<file path="config.mk">
export PLATFORM = sky130hd
export DESIGN_NAME = lccfg_device_end_flat
export DESIGN_NICKNAME = d
export VERILOG_FILES = /design/src/hw/lccfg_pkg.sv /design/src/hw/lccfg_link_if.sv /design/src/hw/lccfg_fifo.sv /design/src/hw/lccfg_device_end.sv /design/src/flat_wrapper.sv
export SDC_FILE = /design/constraint.sdc
export NUM_CORES = 2
export LEC_CHECK = 0
export BUFFER_PORTS_ARGS = -buffer_cell sky130_fd_sc_hd__buf_2
export CAP_MARGIN = 10
export CORE_MARGIN = 2
export CORE_UTILIZATION = 40
export DETAILED_ROUTE_END_ITERATION = 16
export GPL_TIMING_DRIVEN = 1
export PLACE_DENSITY = 0.63
export SLEW_MARGIN = 20
export SYNTH_ARGS = -nofsm -noshare
export SYNTH_HDL_FRONTEND = slang
export SYNTH_SLANG_ARGS = --single-unit
</file>
<file path="constraint.sdc">
create_clock -name clk_sys -period 71.1 [get_ports clk_sys]
set_input_delay 10.665 -clock clk_sys [delete_from_list [all_inputs] [get_ports clk_sys]]
set_output_delay 10.665 -clock clk_sys [all_outputs]
set_load 0.05 [all_outputs]
</file>
<file path="src/hw/lccfg_pkg.sv">
// Shared constants and state types of the link core image loader.
// Assumes both ends and the buffer run on one 100 MHz system clock.
package lccfg_pkg;
  localparam int CLK_MHZ = 100;
  // Host write window after a credit, in milliseconds.
  localparam int CREDIT_WINDOW_MS = 50;
  localparam int CREDIT_WINDOW_CYC = CREDIT_WINDOW_MS * 1000 * CLK_MHZ;
  // Size of one credited block, in kilobytes.
  localparam int BLOCK_KB = 4;
  localparam int BLOCK_WORDS = BLOCK_KB * 1024 / 4;
  // Corruption before this point can be recovered by teardown.
  localparam int RECOVER_KB = 168;
  localparam int RECOVER_WORDS = RECOVER_KB * 1024 / 4;
  localparam int QUAD_LANES = 4;
  localparam int WORD_BITS = 32;
  localparam int FIFO_WORDS = 32;
  localparam int TRAIN_CYCLES = 16;
  localparam int ENUM_CYCLES = 8;
  localparam int PERST_HOLD_CYCLES = 4;
  // Word layout of compressed data: a run token repeats its payload.
  localparam int TOKEN_BIT = 31;
  localparam int RUN_MSB = 23;
  localparam int RUN_LSB = 16;

  typedef enum logic [6:0] {
    DEV_WAIT_CLK = 7'h01,
    DEV_PERIPH = 7'h02,
    DEV_TRAIN = 7'h04,
    DEV_ENUM = 7'h08,
    DEV_CORE = 7'h10,
    DEV_USER = 7'h20,
    DEV_ERROR = 7'h40
  } lccfg_dev_state_t;

  typedef enum logic [6:0] {
    HST_RESET = 7'h01,
    HST_WAIT_LINK = 7'h02,
    HST_ENUM = 7'h04,
    HST_WAIT_CREDIT = 7'h08,
    HST_SEND = 7'h10,
    HST_WAIT_DONE = 7'h20,
    HST_USER = 7'h40
  } lccfg_host_state_t;
endpackage

</file>
<file path="src/hw/lccfg_link_if.sv">
// Link between the root port host end and the loading device end.
// Assumes both ends share clk_sys; no signal here needs a crossing.
`timescale 1ns/10ps
interface lccfg_link_if (
  input wire logic clk_sys,
  input wire logic sys_rst
);
  logic perstN;
  logic refClkOk;
  logic enumDone;
  logic updateReq;
  logic teardown;
  logic wrValid;
  logic wrLast;
  logic [lccfg_pkg::WORD_BITS-1:0] wrData;
  logic wrReady;
  logic linkUp;
  logic creditGrant;
  logic periphDone;
  logic coreDone;
  logic userMode;
  logic cfgError;

  modport dev (
    input perstN, refClkOk, enumDone, updateReq, teardown,
    input wrValid, wrLast, wrData,
    output wrReady, linkUp, creditGrant, periphDone, coreDone,
    output userMode, cfgError
  );
  modport host (
    output perstN, refClkOk, enumDone, updateReq, teardown,
    output wrValid, wrLast, wrData,
    input wrReady, linkUp, creditGrant, periphDone, coreDone,
    input userMode, cfgError
  );
endinterface

</file>
<file path="src/hw/lccfg_fifo.sv">
// Synchronous FIFO with valid and ready on both sides.
// Assumes one clock; inReady is low when full, outValid low when empty.
`timescale 1ns/10ps
module lccfg_fifo #(
  parameter int WIDTH = 33,
  parameter int DEPTH = 32
) (
  // Clock and reset.
  input wire logic clk_sys,
  input wire logic sys_rst,
  // Filling side.
  input wire logic inValid,
  input wire logic [WIDTH-1:0] inData,
  output logic inReady,
  // Draining side.
  output logic outValid,
  output logic [WIDTH-1:0] outData,
  input wire logic outReady
);
  localparam int AW = $clog2(DEPTH);
  if (DEPTH < 2 || (1 << AW) != DEPTH) $error("DEPTH must be 2**n");

  typedef struct packed {
    logic [DEPTH-1:0][WIDTH-1:0] mem;
    logic [AW-1:0] wrPtr;
    logic [AW-1:0] rdPtr;
    logic [AW:0] count;
  } lccfg_fifo_state_t;

  lccfg_fifo_state_t s;
  lccfg_fifo_state_t next_s;
  logic push;
  logic pop;

  assign inReady = (s.count != (AW+1)'(DEPTH));
  assign outValid = (s.count != '0);
  assign outData = s.mem[s.rdPtr];
  assign push = inValid && inReady;
  assign pop = outValid && outReady;

  always_comb begin
    next_s = s;
    if (push) begin
      next_s.mem[s.wrPtr] = inData;
      next_s.wrPtr = s.wrPtr + 1'b1;
    end
    if (pop) begin
      next_s.rdPtr = s.rdPtr + 1'b1;
    end
    if (push && !pop) begin
      next_s.count = s.count + 1'b1;
    end else if (pop && !push) begin
      next_s.count = s.count - 1'b1;
    end
  end

  always_ff @(posedge clk_sys or posedge sys_rst) begin
    if (sys_rst) begin
      s <= '0;
    end else begin
      s <= next_s;
    end
  end
endmodule

</file>
<file path="src/hw/lccfg_device_end.sv">
// Device end: periphery load from quad serial flash, link bring-up,
// credited core image load over the link, user mode and core update.
// Assumes the host end shares clk_sys; flash and spare reset pins are
// asynchronous and pass two flip-flops first.
`timescale 1ns/10ps
// What this block does
// - Periphery loaded: raise complete, then start training.
// - Training done: link to L0, host enumerates.
// - Host sends core image only after enumeration.
// - Reference clock runs before periphery loading.
// - Periphery from quad flash, core over link.
// - Enabled core-complete pin rises after core load.
// - Core-complete low during load, high when done.
// - Observer samples core-complete after periphery-complete.
// - User-mode output rises when configuration completes.
// - Periphery-complete low before and during configuration.
// - Periphery-complete high only after error-free data.
// - Fundamental reset low holds left transceivers in reset.
// - Fundamental reset joined to system link reset.
// - Reset pins are GPIO only with hard IP off.
// - One fundamental reset input per hard IP.
// - Link configuration only through bottom-left hard IP.
// - Core update only after user mode is reached.
// - Update accepted however first configured.
// - Link stays usable for traffic and updates.
// - Update images keep the periphery connections.
// - Periphery change needs flash reprogramming.
// - Both images arrive compressed and are expanded.
// - Corruption sets error flag; early corruption recoverable.
// - Host writes each credited block within window.
module lccfg_device_end #(
  parameter int CREDIT_WINDOW_CYCLES = lccfg_pkg::CREDIT_WINDOW_CYC,
  parameter int BLOCK_WORDS = lccfg_pkg::BLOCK_WORDS,
  parameter int RECOVER_WORDS = lccfg_pkg::RECOVER_WORDS,
  parameter int FIFO_DEPTH = lccfg_pkg::FIFO_WORDS,
  parameter int TRAIN_CYCLES = lccfg_pkg::TRAIN_CYCLES,
  parameter bit FULL_IMAGE_IN_FLASH = 1'b0,
  parameter bit CORE_DONE_PIN_EN = 1'b1,
  parameter bit LEFT_HIP_EN = 1'b1,
  parameter bit RIGHT_HIP_EN = 1'b0,
  parameter int LINK_CFG_HIP_INDEX = 0
) (
  // Clock and reset.
  input wire logic clk_sys,
  input wire logic sys_rst,
  // Link to the host.
  lccfg_link_if.dev link,
  // Quad serial flash pins.
  input wire logic [lccfg_pkg::QUAD_LANES-1:0] flashData,
  input wire logic flashValid,
  input wire logic flashLast,
  // Other side-indexed reset pins: L1, L2, R0, R1, R2.
  input wire logic [4:0] sideIndexedLinkResetN,
  output logic [4:0] spareGpioIn,
  // Status pins.
  output logic xcvrResetLeft,
  output logic xcvrResetRight,
  output logic peripheryConfigComplete,
  output logic coreConfigCompleteOut,
  output logic userMode,
  output logic linkConfigErrorFlag,
  output logic linkAvailable
);
  localparam int W = lccfg_pkg::WORD_BITS;
  localparam int QL = lccfg_pkg::QUAD_LANES;

  if (LINK_CFG_HIP_INDEX != 0 || !LEFT_HIP_EN) $error("bottom-left only");
  if (BLOCK_WORDS < 1 || CREDIT_WINDOW_CYCLES < 2) $error("bad credit");
  if (TRAIN_CYCLES < 1 || TRAIN_CYCLES > 65535) $error("bad training");

  typedef struct packed {
    lccfg_pkg::lccfg_dev_state_t st;
    logic [10:0] syncA;
    logic [10:0] syncB;
    logic [2:0] nib;
    logic [W-1:0] shift;
    logic [15:0] trainCnt;
    logic [31:0] wordCnt;
    logic [31:0] expCnt;
    logic [31:0] blkCnt;
    logic [31:0] windowCnt;
    logic credit;
    logic periphDone;
    logic coreDone;
    logic linkUp;
    logic userMode;
    logic cfgError;
    logic recoverable;
  } lccfg_dev_t;

  lccfg_dev_t s;
  lccfg_dev_t next_s;
  logic fifoValid;
  logic fifoReady;
  logic [W:0] fifoData;
  logic [QL-1:0] fData;
  logic fValid;
  logic fLast;
  logic [W-1:0] word;

  // Expanded length of one word: a run token stands for several words.
  function automatic logic [31:0] expand_len(input logic [W-1:0] w);
    expand_len = 32'h0000_0001;
    if (w[lccfg_pkg::TOKEN_BIT]) begin
      expand_len = {24'h00_0000, w[lccfg_pkg::RUN_MSB:lccfg_pkg::RUN_LSB]}
        + 32'h0000_0001;
    end
  endfunction

  lccfg_fifo #(
    .WIDTH(W + 1),
    .DEPTH(FIFO_DEPTH)
  ) u_fifo (
    .clk_sys(clk_sys),
    .sys_rst(sys_rst),
    .inValid(link.wrValid),
    .inData({link.wrLast, link.wrData}),
    .inReady(link.wrReady),
    .outValid(fifoValid),
    .outData(fifoData),
    .outReady(fifoReady)
  );

  assign fData = s.syncB[10:7];
  assign fValid = s.syncB[6];
  assign fLast = s.syncB[5];
  assign word = {fData, s.shift[W-1:QL]};
  // Only words inside a credited block are taken; after an error the
  // buffer is drained so stale data cannot leak into the next attempt.
  assign fifoReady = ((s.st == lccfg_pkg::DEV_CORE) && (s.blkCnt != '0))
    || (s.st == lccfg_pkg::DEV_ERROR);

  always_comb begin
    next_s = s;
    next_s.syncA = {flashData, flashValid, flashLast, sideIndexedLinkResetN};
    next_s.syncB = s.syncA;
    next_s.credit = 1'b0;
    case (s.st)
      lccfg_pkg::DEV_WAIT_CLK: begin
        if (link.refClkOk) begin
          next_s.st = lccfg_pkg::DEV_PERIPH;
        end
      end
      lccfg_pkg::DEV_PERIPH: begin
        if (fValid) begin
          next_s.shift = {fData, s.shift[W-1:QL]};
          next_s.nib = s.nib + 3'h1;
          if (s.nib == 3'h7) begin
            if (^word) begin
              next_s.cfgError = 1'b1;
              next_s.st = lccfg_pkg::DEV_ERROR;
            end else begin
              next_s.expCnt = s.expCnt + expand_len(word);
              if (fLast) begin
                next_s.periphDone = 1'b1;
                next_s.st = lccfg_pkg::DEV_TRAIN;
              end
            end
          end
        end
      end
      lccfg_pkg::DEV_TRAIN: begin
        if (link.perstN) begin
          next_s.trainCnt = s.trainCnt + 16'h0001;
          if (s.trainCnt == 16'(TRAIN_CYCLES - 1)) begin
            next_s.linkUp = 1'b1;
            next_s.st = lccfg_pkg::DEV_ENUM;
          end
        end
      end
      lccfg_pkg::DEV_ENUM: begin
        if (link.enumDone) begin
          next_s.wordCnt = '0;
          if (FULL_IMAGE_IN_FLASH) begin
            next_s.coreDone = 1'b1;
            next_s.userMode = 1'b1;
            next_s.st = lccfg_pkg::DEV_USER;
          end else begin
            next_s.st = lccfg_pkg::DEV_CORE;
          end
        end
      end
      lccfg_pkg::DEV_CORE: begin
        next_s.coreDone = 1'b0;
        if (s.blkCnt == '0) begin
          next_s.credit = 1'b1;
          next_s.blkCnt = 32'(BLOCK_WORDS);
          next_s.windowCnt = '0;
        end else begin
          next_s.windowCnt = s.windowCnt + 32'h0000_0001;
          if (fifoValid) begin
            next_s.blkCnt = s.blkCnt - 32'h0000_0001;
            next_s.wordCnt = s.wordCnt + 32'h0000_0001;
            if (^fifoData[W-1:0]) begin
              next_s.cfgError = 1'b1;
              next_s.recoverable = (s.wordCnt < 32'(RECOVER_WORDS));
              next_s.st = lccfg_pkg::DEV_ERROR;
            end else begin
              next_s.expCnt = s.expCnt + expand_len(fifoData[W-1:0]);
              if (fifoData[W]) begin
                next_s.coreDone = 1'b1;
                next_s.userMode = 1'b1;
                next_s.blkCnt = '0;
                next_s.st = lccfg_pkg::DEV_USER;
              end
            end
          end else if (s.windowCnt == 32'(CREDIT_WINDOW_CYCLES - 1)) begin
            next_s.cfgError = 1'b1;
            next_s.recoverable = 1'b0;
            next_s.st = lccfg_pkg::DEV_ERROR;
          end
        end
      end
      lccfg_pkg::DEV_USER: begin
        // Periphery, link and user mode stay up while a new core loads.
        if (link.updateReq) begin
          next_s.coreDone = 1'b0;
          next_s.wordCnt = '0;
          next_s.blkCnt = '0;
          next_s.st = lccfg_pkg::DEV_CORE;
        end
      end
      lccfg_pkg::DEV_ERROR: begin
        // Late corruption or a missed window waits for a power cycle.
        if (link.teardown && s.recoverable) begin
          next_s.cfgError = 1'b0;
          next_s.wordCnt = '0;
          next_s.blkCnt = '0;
          next_s.st = lccfg_pkg::DEV_CORE;
        end
      end
      default: begin
        next_s.st = lccfg_pkg::DEV_WAIT_CLK;
      end
    endcase
    if (!link.perstN) begin
      next_s.linkUp = 1'b0;
      next_s.trainCnt = '0;
      if (s.st == lccfg_pkg::DEV_ENUM) begin
        next_s.st = lccfg_pkg::DEV_TRAIN;
      end
    end
  end

  always_ff @(posedge clk_sys or posedge sys_rst) begin
    if (sys_rst) begin
      s <= '0;
      s.st <= lccfg_pkg::DEV_WAIT_CLK;
      s.recoverable <= 1'b1;
    end else begin
      s <= next_s;
    end
  end

  assign link.linkUp = s.linkUp;
  assign link.creditGrant = s.credit;
  assign link.periphDone = s.periphDone;
  assign link.coreDone = s.coreDone;
  assign link.userMode = s.userMode;
  assign link.cfgError = s.cfgError;

  assign xcvrResetLeft = !link.perstN;
  assign xcvrResetRight = RIGHT_HIP_EN && !s.syncB[2];
  // Reset pins of an enabled side never reach the GPIO path.
  assign spareGpioIn = {
    RIGHT_HIP_EN ? 3'h0 : s.syncB[4:2],
    LEFT_HIP_EN ? 2'h0 : s.syncB[1:0]
  };
  assign peripheryConfigComplete = s.periphDone;
  assign coreConfigCompleteOut = CORE_DONE_PIN_EN && s.coreDone;
  assign userMode = s.userMode;
  assign linkConfigErrorFlag = s.cfgError;
  assign linkAvailable = s.linkUp;
endmodule

</file>
<file path="src/flat_wrapper.sv">
// flat-port wrapper written by rule: the top's interface ports become plain ports
module lccfg_device_end_flat 
#(
  parameter int CREDIT_WINDOW_CYCLES = lccfg_pkg::CREDIT_WINDOW_CYC,
  parameter int BLOCK_WORDS = lccfg_pkg::BLOCK_WORDS,
  parameter int RECOVER_WORDS = lccfg_pkg::RECOVER_WORDS,
  parameter int FIFO_DEPTH = lccfg_pkg::FIFO_WORDS,
  parameter int TRAIN_CYCLES = lccfg_pkg::TRAIN_CYCLES,
  parameter bit FULL_IMAGE_IN_FLASH = 1'b0,
  parameter bit CORE_DONE_PIN_EN = 1'b1,
  parameter bit LEFT_HIP_EN = 1'b1,
  parameter bit RIGHT_HIP_EN = 1'b0,
  parameter int LINK_CFG_HIP_INDEX = 0
)
  (clk_sys, sys_rst, flashData, flashValid, flashLast, sideIndexedLinkResetN, spareGpioIn, xcvrResetLeft, xcvrResetRight, peripheryConfigComplete, coreConfigCompleteOut, userMode, linkConfigErrorFlag, linkAvailable, link_perstN, link_refClkOk, link_enumDone, link_updateReq, link_teardown, link_wrValid, link_wrLast, link_wrData, link_wrReady, link_linkUp, link_creditGrant, link_periphDone, link_coreDone, link_userMode, link_cfgError);
  lccfg_link_if link_i (.clk_sys(clk_sys), .sys_rst(sys_rst));
  input wire logic clk_sys;
  input wire logic sys_rst;
  input wire logic [lccfg_pkg::QUAD_LANES-1:0] flashData;
  input wire logic flashValid;
  input wire logic flashLast;
  input wire logic [4:0] sideIndexedLinkResetN;
  output logic [4:0] spareGpioIn;
  output logic xcvrResetLeft;
  output logic xcvrResetRight;
  output logic peripheryConfigComplete;
  output logic coreConfigCompleteOut;
  output logic userMode;
  output logic linkConfigErrorFlag;
  output logic linkAvailable;
  input wire logic [$bits(link_i.perstN)-1:0] link_perstN;
  input wire logic [$bits(link_i.refClkOk)-1:0] link_refClkOk;
  input wire logic [$bits(link_i.enumDone)-1:0] link_enumDone;
  input wire logic [$bits(link_i.updateReq)-1:0] link_updateReq;
  input wire logic [$bits(link_i.teardown)-1:0] link_teardown;
  input wire logic [$bits(link_i.wrValid)-1:0] link_wrValid;
  input wire logic [$bits(link_i.wrLast)-1:0] link_wrLast;
  input wire logic [$bits(link_i.wrData)-1:0] link_wrData;
  output wire logic [$bits(link_i.wrReady)-1:0] link_wrReady;
  output wire logic [$bits(link_i.linkUp)-1:0] link_linkUp;
  output wire logic [$bits(link_i.creditGrant)-1:0] link_creditGrant;
  output wire logic [$bits(link_i.periphDone)-1:0] link_periphDone;
  output wire logic [$bits(link_i.coreDone)-1:0] link_coreDone;
  output wire logic [$bits(link_i.userMode)-1:0] link_userMode;
  output wire logic [$bits(link_i.cfgError)-1:0] link_cfgError;
  assign link_i.perstN = link_perstN;
  assign link_i.refClkOk = link_refClkOk;
  assign link_i.enumDone = link_enumDone;
  assign link_i.updateReq = link_updateReq;
  assign link_i.teardown = link_teardown;
  assign link_i.wrValid = link_wrValid;
  assign link_i.wrLast = link_wrLast;
  assign link_i.wrData = link_wrData;
  assign link_wrReady = link_i.wrReady;
  assign link_linkUp = link_i.linkUp;
  assign link_creditGrant = link_i.creditGrant;
  assign link_periphDone = link_i.periphDone;
  assign link_coreDone = link_i.coreDone;
  assign link_userMode = link_i.userMode;
  assign link_cfgError = link_i.cfgError;
  lccfg_device_end #(.CREDIT_WINDOW_CYCLES(CREDIT_WINDOW_CYCLES), .BLOCK_WORDS(BLOCK_WORDS), .RECOVER_WORDS(RECOVER_WORDS), .FIFO_DEPTH(FIFO_DEPTH), .TRAIN_CYCLES(TRAIN_CYCLES), .FULL_IMAGE_IN_FLASH(FULL_IMAGE_IN_FLASH), .CORE_DONE_PIN_EN(CORE_DONE_PIN_EN), .LEFT_HIP_EN(LEFT_HIP_EN), .RIGHT_HIP_EN(RIGHT_HIP_EN), .LINK_CFG_HIP_INDEX(LINK_CFG_HIP_INDEX)) u_core (.clk_sys(clk_sys), .sys_rst(sys_rst), .link(link_i), .flashData(flashData), .flashValid(flashValid), .flashLast(flashLast), .sideIndexedLinkResetN(sideIndexedLinkResetN), .spareGpioIn(spareGpioIn), .xcvrResetLeft(xcvrResetLeft), .xcvrResetRight(xcvrResetRight), .peripheryConfigComplete(peripheryConfigComplete), .coreConfigCompleteOut(coreConfigCompleteOut), .userMode(userMode), .linkConfigErrorFlag(linkConfigErrorFlag), .linkAvailable(linkAvailable));
endmodule
</file>
Word level (Yosys, flattened, before mapping)
Index checks and enable logic that the tools add are counted.
{"block": "word_totals", "regBits": 1287, "input_bits": 52, "wordCells": 203}
{"block": "op_classes", "n_addsub": 13, "magnitude_cmp": 4, "eq_ne": 27, "mux": 71, "bitwise": 3, "reduce_logical": 33}
{"operator": "$bwmux 1056", "count": 1}
{"operator": "$mux 32", "count": 17}
{"operator": "$mux 64", "count": 3}
{"operator": "$bmux 33 s5", "count": 1}
{"operator": "$demux 33 s5", "count": 1}
{"operator": "$pmux 32 s4", "count": 1}
{"operator": "$mux 7", "count": 17}
{"operator": "$mux 96", "count": 1}
{"operator": "$pmux 32 s3", "count": 1}
{"operator": "$mux 33", "count": 2}
{"operator": "$add 32x1->32 const B", "count": 2}
{"operator": "$add 32x32->32", "count": 2}
{"operator": "$pmux 32 s2", "count": 1}
{"operator": "$reduce_xor 32->1", "count": 2}
{"operator": "$pmux 7 s7", "count": 1}
{"operator": "$eq 32x23->1 const B", "count": 1}
{"operator": "$logic_not 32->1", "count": 1}
{"operator": "$lt 32x16->1 const B", "count": 1}
{"operator": "$mux 16", "count": 2}
{"operator": "$reduce_bool 32->1", "count": 1}
{"operator": "$sub 32x1->32 const B", "count": 1}
{"operator": "$add 8x1->9 const B", "count": 2}
{"operator": "$add 16x1->16 const B", "count": 1}
{"operator": "$eq 16x4->1 const B", "count": 1}
{"operator": "37 further kinds", "count": 87}

Longest topological paths before layout
{"block": "depth", "depth_word": 13, "depth_mapped": 18}

Modules after synthesis
From an unflattened synthesis, not the netlist that was laid out.
{"block": "hier_totals", "hier_cells": 4235, "hier_area_um2": 58348.5}
{"mod": "lccfg_fifo", "n_inst": 1, "cells_per_inst": 3334, "area_each_um2": 49456.2, "seq_area_each_um2": 26825.7}
{"mod": "lccfg_device_end", "n_inst": 1, "cells_per_inst": 901, "area_each_um2": 8892.3, "seq_area_each_um2": 4381.7}

Least setup slack after synthesis
OpenSTA, ideal clock, no wires.
{"block": "synth_timing", "path_kind": "input -> output", "startpoint": "input port link_perstN", "endpoint": "output port xcvrResetLeft", "arrival_time_ns": 11.400, "path_slack_ns": 49.035, "path_stages": 2, "path_buffers": 1, "path_cell_list": "clkinv_1 clkbuf_1"}
{"block": "synth_via", "elab_chain_cells": 1}
{"item": "start: declaration", "line_no": "flat_wrapper.sv:31", "rtl": "input wire logic [$bits(link_i.perstN)-1:0] link_perstN;"}
{"item": "$logic_not 1->1"}
{"item": "end: declaration", "line_no": "flat_wrapper.sv:24", "rtl": "output logic xcvrResetLeft;"}
Every way passes these cells.

Worst setup path in the final report
Same ends and word-level chain as after synthesis.

==> flow_summary.toml <==
[outcome]
status = "complete, no violations"

[clocking]
htree_levels = 4
hold_buffers = 0
post_cts_buffers = 0
numCtsBuffers = 140
insertion_delay_ns = 0.78
cts_resized = 0
clk_pin_slew_ns = 0.06
root_buffer = "clkbuf_16"
cts.sinks = 1247
clk_path_buf_depth = 3
cts_tree = "built"

[sta]
tightest_slew_ns = 1.08
timing.final.ws_setup_ns = 48.86
rsz0062_at_grt = "no"
setup_tns_ns = 0
period_minus_slack_ns = 22.24
fmax_ghz = 0.0450
hold_viol = 0
min_period_over_period_pct = 31.3
drv_slew = 0
slew_headroom_pct = 27.7
finalClockSkew_ns = 0.0254
setup_viol = 0

[grt]
grt_pass1_wl_um = 226000
grt_pass1_vias = 34525
overflow = 0
antenna_found_initial = 11
grt_max_degree = 167
track_usage_pct = 20.5

[logic_synthesis]
synthAdderAreaFrac_pct = 0.385
synth_ff_type = "dfrtp_1"
syn-cell-area_um2 = 57200
synth_warnings = 0
synth_edf_count = 0
synth-xor-area-share_pct = 2.17
synth-async-reset-ratio_pct = 100
synth_compound_area_share_pct = 3.45
ys_types = 70
syn_area_per_cell_um2 = 14.5
synthMuxAreaShare_pct = 32.7
syn_inst = 3953
synth-simple-area-share_pct = 3.97
synth_top_family_by_area = "multiplexers"
synth_seq_cells = 1247
seq_area_frac_synth_pct = 54.5

[drt]
route.detailed.wl_per_inst_um = 24.9
drt_iter0_drc = 2677
viasPerCell = 5.67
wirelength_um = 147000
vias = 33515
dr.pass1.iters = 5
drc = 0
drtAntennaViolNets = 0

[layout]
area_delta_synth_final_pct = 11.8
seqCellArea_um2 = 31200
nFillCells = 12511
drive_above_1_share_pct = 43.6
antenna_cells = 0
multi_input_area_um2 = 24700
post-route-util_pct = 45.1
nNetsFinal = 3987
layoutNonFillerInstCount = 5910

[floorplanning]
start_util_pct = 40.4
die_h_um = 382
die_w_um = 382
num_io_pins = 71
core_area_um2 = 142000
die_area_um2 = 146000
core.rowCount = 138

[setup_path]
path_cells = "buf_2, clkinv_1, buf_2"
worst_path_largest_cell_delay_ns = 0.40
crit_type = "primary input to output pin"
cp-end-kind = "output pin"
arrival_ns = 11.58
crit_fanout = 17
timing.rr.start = "u_core.u_fifo.s[6]"
r2r_slack_ns = 63.88
critPathSlowestCell = "clkinv_1"
critPathRequiredTime_ns = 60.44
start_kind = "primary input"
reg2regPathDepth = 13
cp_common_cell = "buf_2"
r2r_end = "u_core.s[60]"

[pwr]
power_density_nw_per_um2 = 41.3
power_uw = 2640
worst_ir_drop_vdd_mv = 0.0878
leakagePower_uw = 0.0277

[hold_path]
hold_path_end = "u_core.fData[2]"
min_path_type = "register to register"
hold_start = "u_core.next_s[195]"
holdPathStages = 0

[placement]
gp_congestion = 0.769
io_buffers = 65
dp_cells = 5664
detailed_place_hpwl_um = 81600
preCtsSetupSlack_ns = 48.81

[run]
drv_cap = 0
-- sequential cells by signal (all words and copies together) (netlist names) --
register,count
u_core.u_fifo.s,1072
u_core.s,151
u_core.next_s,9
u_core.fData,4
u_core.spareGpioIn,3
u_core.coreConfigCompleteOut,1
u_core.fLast,1
u_core.fValid,1
u_core.link.cfgError,1
u_core.link.creditGrant,1
u_core.link.linkUp,1
u_core.link.periphDone,1
u_core.link.userMode,1
-- report_power, final --
group	switching (µW)	internal [µW]
clock network	299	419
registers	134	975
logic	382	435
total	814	1830
-- cell usage in the layout, fill, tap and decap left out, drive strengths merged, types with 21 or more instances in the layout --
cell       n
xor2      58
mux4     238
or3       24
inv       39
mux2    1093
o21ai     58
a21oi     65
nand4     21
clkinv    28
nand3     46
xnor2     68
a22oi     30
buf      145
nor2     139
mux2i    103
nand2    124
o221ai    28
clkbuf   202
o22ai     30
dfrtp   1245
-- metrics by stage --
stage	cell area, µm²	hold WS [ns]
after floorplan	57200	0.331
after CTS	63900	0.352
after detailed placement	59400	0.338
after global placement	59400	0.334
final	64000	0.348
after global routing	64000	0.354
-- cells in the mapped netlist (5+ instances only) --
master,number,area share (%)
mux2i_1,103,1.8
nor2b_1,11,0.12
dfrtp_1,1245,54
and2_1,6,0.066
o22ai_1,30,0.33
o221ai_1,28,0.43
buf_4,36,0.47
nand2_1,123,0.81
or3_1,24,0.26
nand3_1,46,0.40
nand4_1,21,0.23
nand3b_1,8,0.10
a22o_1,7,0.11
and3_1,18,0.20
buf_1,9,0.059
and4_1,7,0.11
a22oi_1,30,0.39
a32o_1,7,0.12
o211ai_1,8,0.10
mux4_2,238,9.4
nor3_1,20,0.17
a21oi_1,65,0.57
mux2_2,1092,21
o21ai_0,56,0.49
nor2_1,139,0.91
a31oi_1,5,0.055
xor2_1,58,0.89
a221oi_1,10,0.15
inv_1,31,0.20
buf_6,15,0.30
buf_2,27,0.24
a21o_1,16,0.21
clkbuf_1,236,1.5
xnor2_1,68,1.0
nand2b_1,8,0.087
nor4_1,17,0.19
ha_1,16,0.35
xnor3_1,5,0.20
or4_1,6,0.079
or2_2,6,0.066
-- layer usage --
layer / GRT usage, % / vias to the layer above / routed length [µm]
met5: 0 / - / 77
met1: 29.4 / 18038 / 68300
met2: 31.3 / 806 / 67100
met4: 6.29 / 12 / 4010
met3: 4.05 / 243 / 7850
li1: - / 14416 / -
-- critical path, delay by kind of cell --
kind | cells | cell delay (ns)
buffers and inverters | 3 | 0.91
-- final cells by class --
| type | count | area share, % |
|---|---|---|
| clock buffers | 202 | 6.44 |
| clock inverters | 42 | 0.704 |
| inverters | 33 | 0.205 |
| multi-input cells | 2351 | 38.6 |
| flip-flops and latches | 1247 | 48.8 |
| well taps | 1890 | 3.70 |
| repair buffers | 145 | 1.61 |
-- worst max-delay path by stage --
stage / to / from / slack [ns]
4_1_cts: xcvrResetLeft / link_perstN / 48.81
6_report: xcvrResetLeft / link_perstN / 48.86
3_5_place_dp: xcvrResetLeft / link_perstN / 48.81
3_3_place_gp: xcvrResetLeft / link_perstN / 48.85
2_1_floorplan: u_core.coreConfigCompleteOut / sys_rst / 25.30
5_1_grt: xcvrResetLeft / link_perstN / 48.71
-- kinds of logic (layout without fill, tap and decap cells) --
kind of cell,Yosys count,count (layout)
DFF,1247,1247
xor gates and xnor gates,132,132
and+or+nand+nor,471,471
buffers and inverters,357,422
AOI/OAI and AO/OA,294,294
muxes,1434,1434
other,1,3
adders and majority gates,17,17
(Power assumes the default switching activity.)
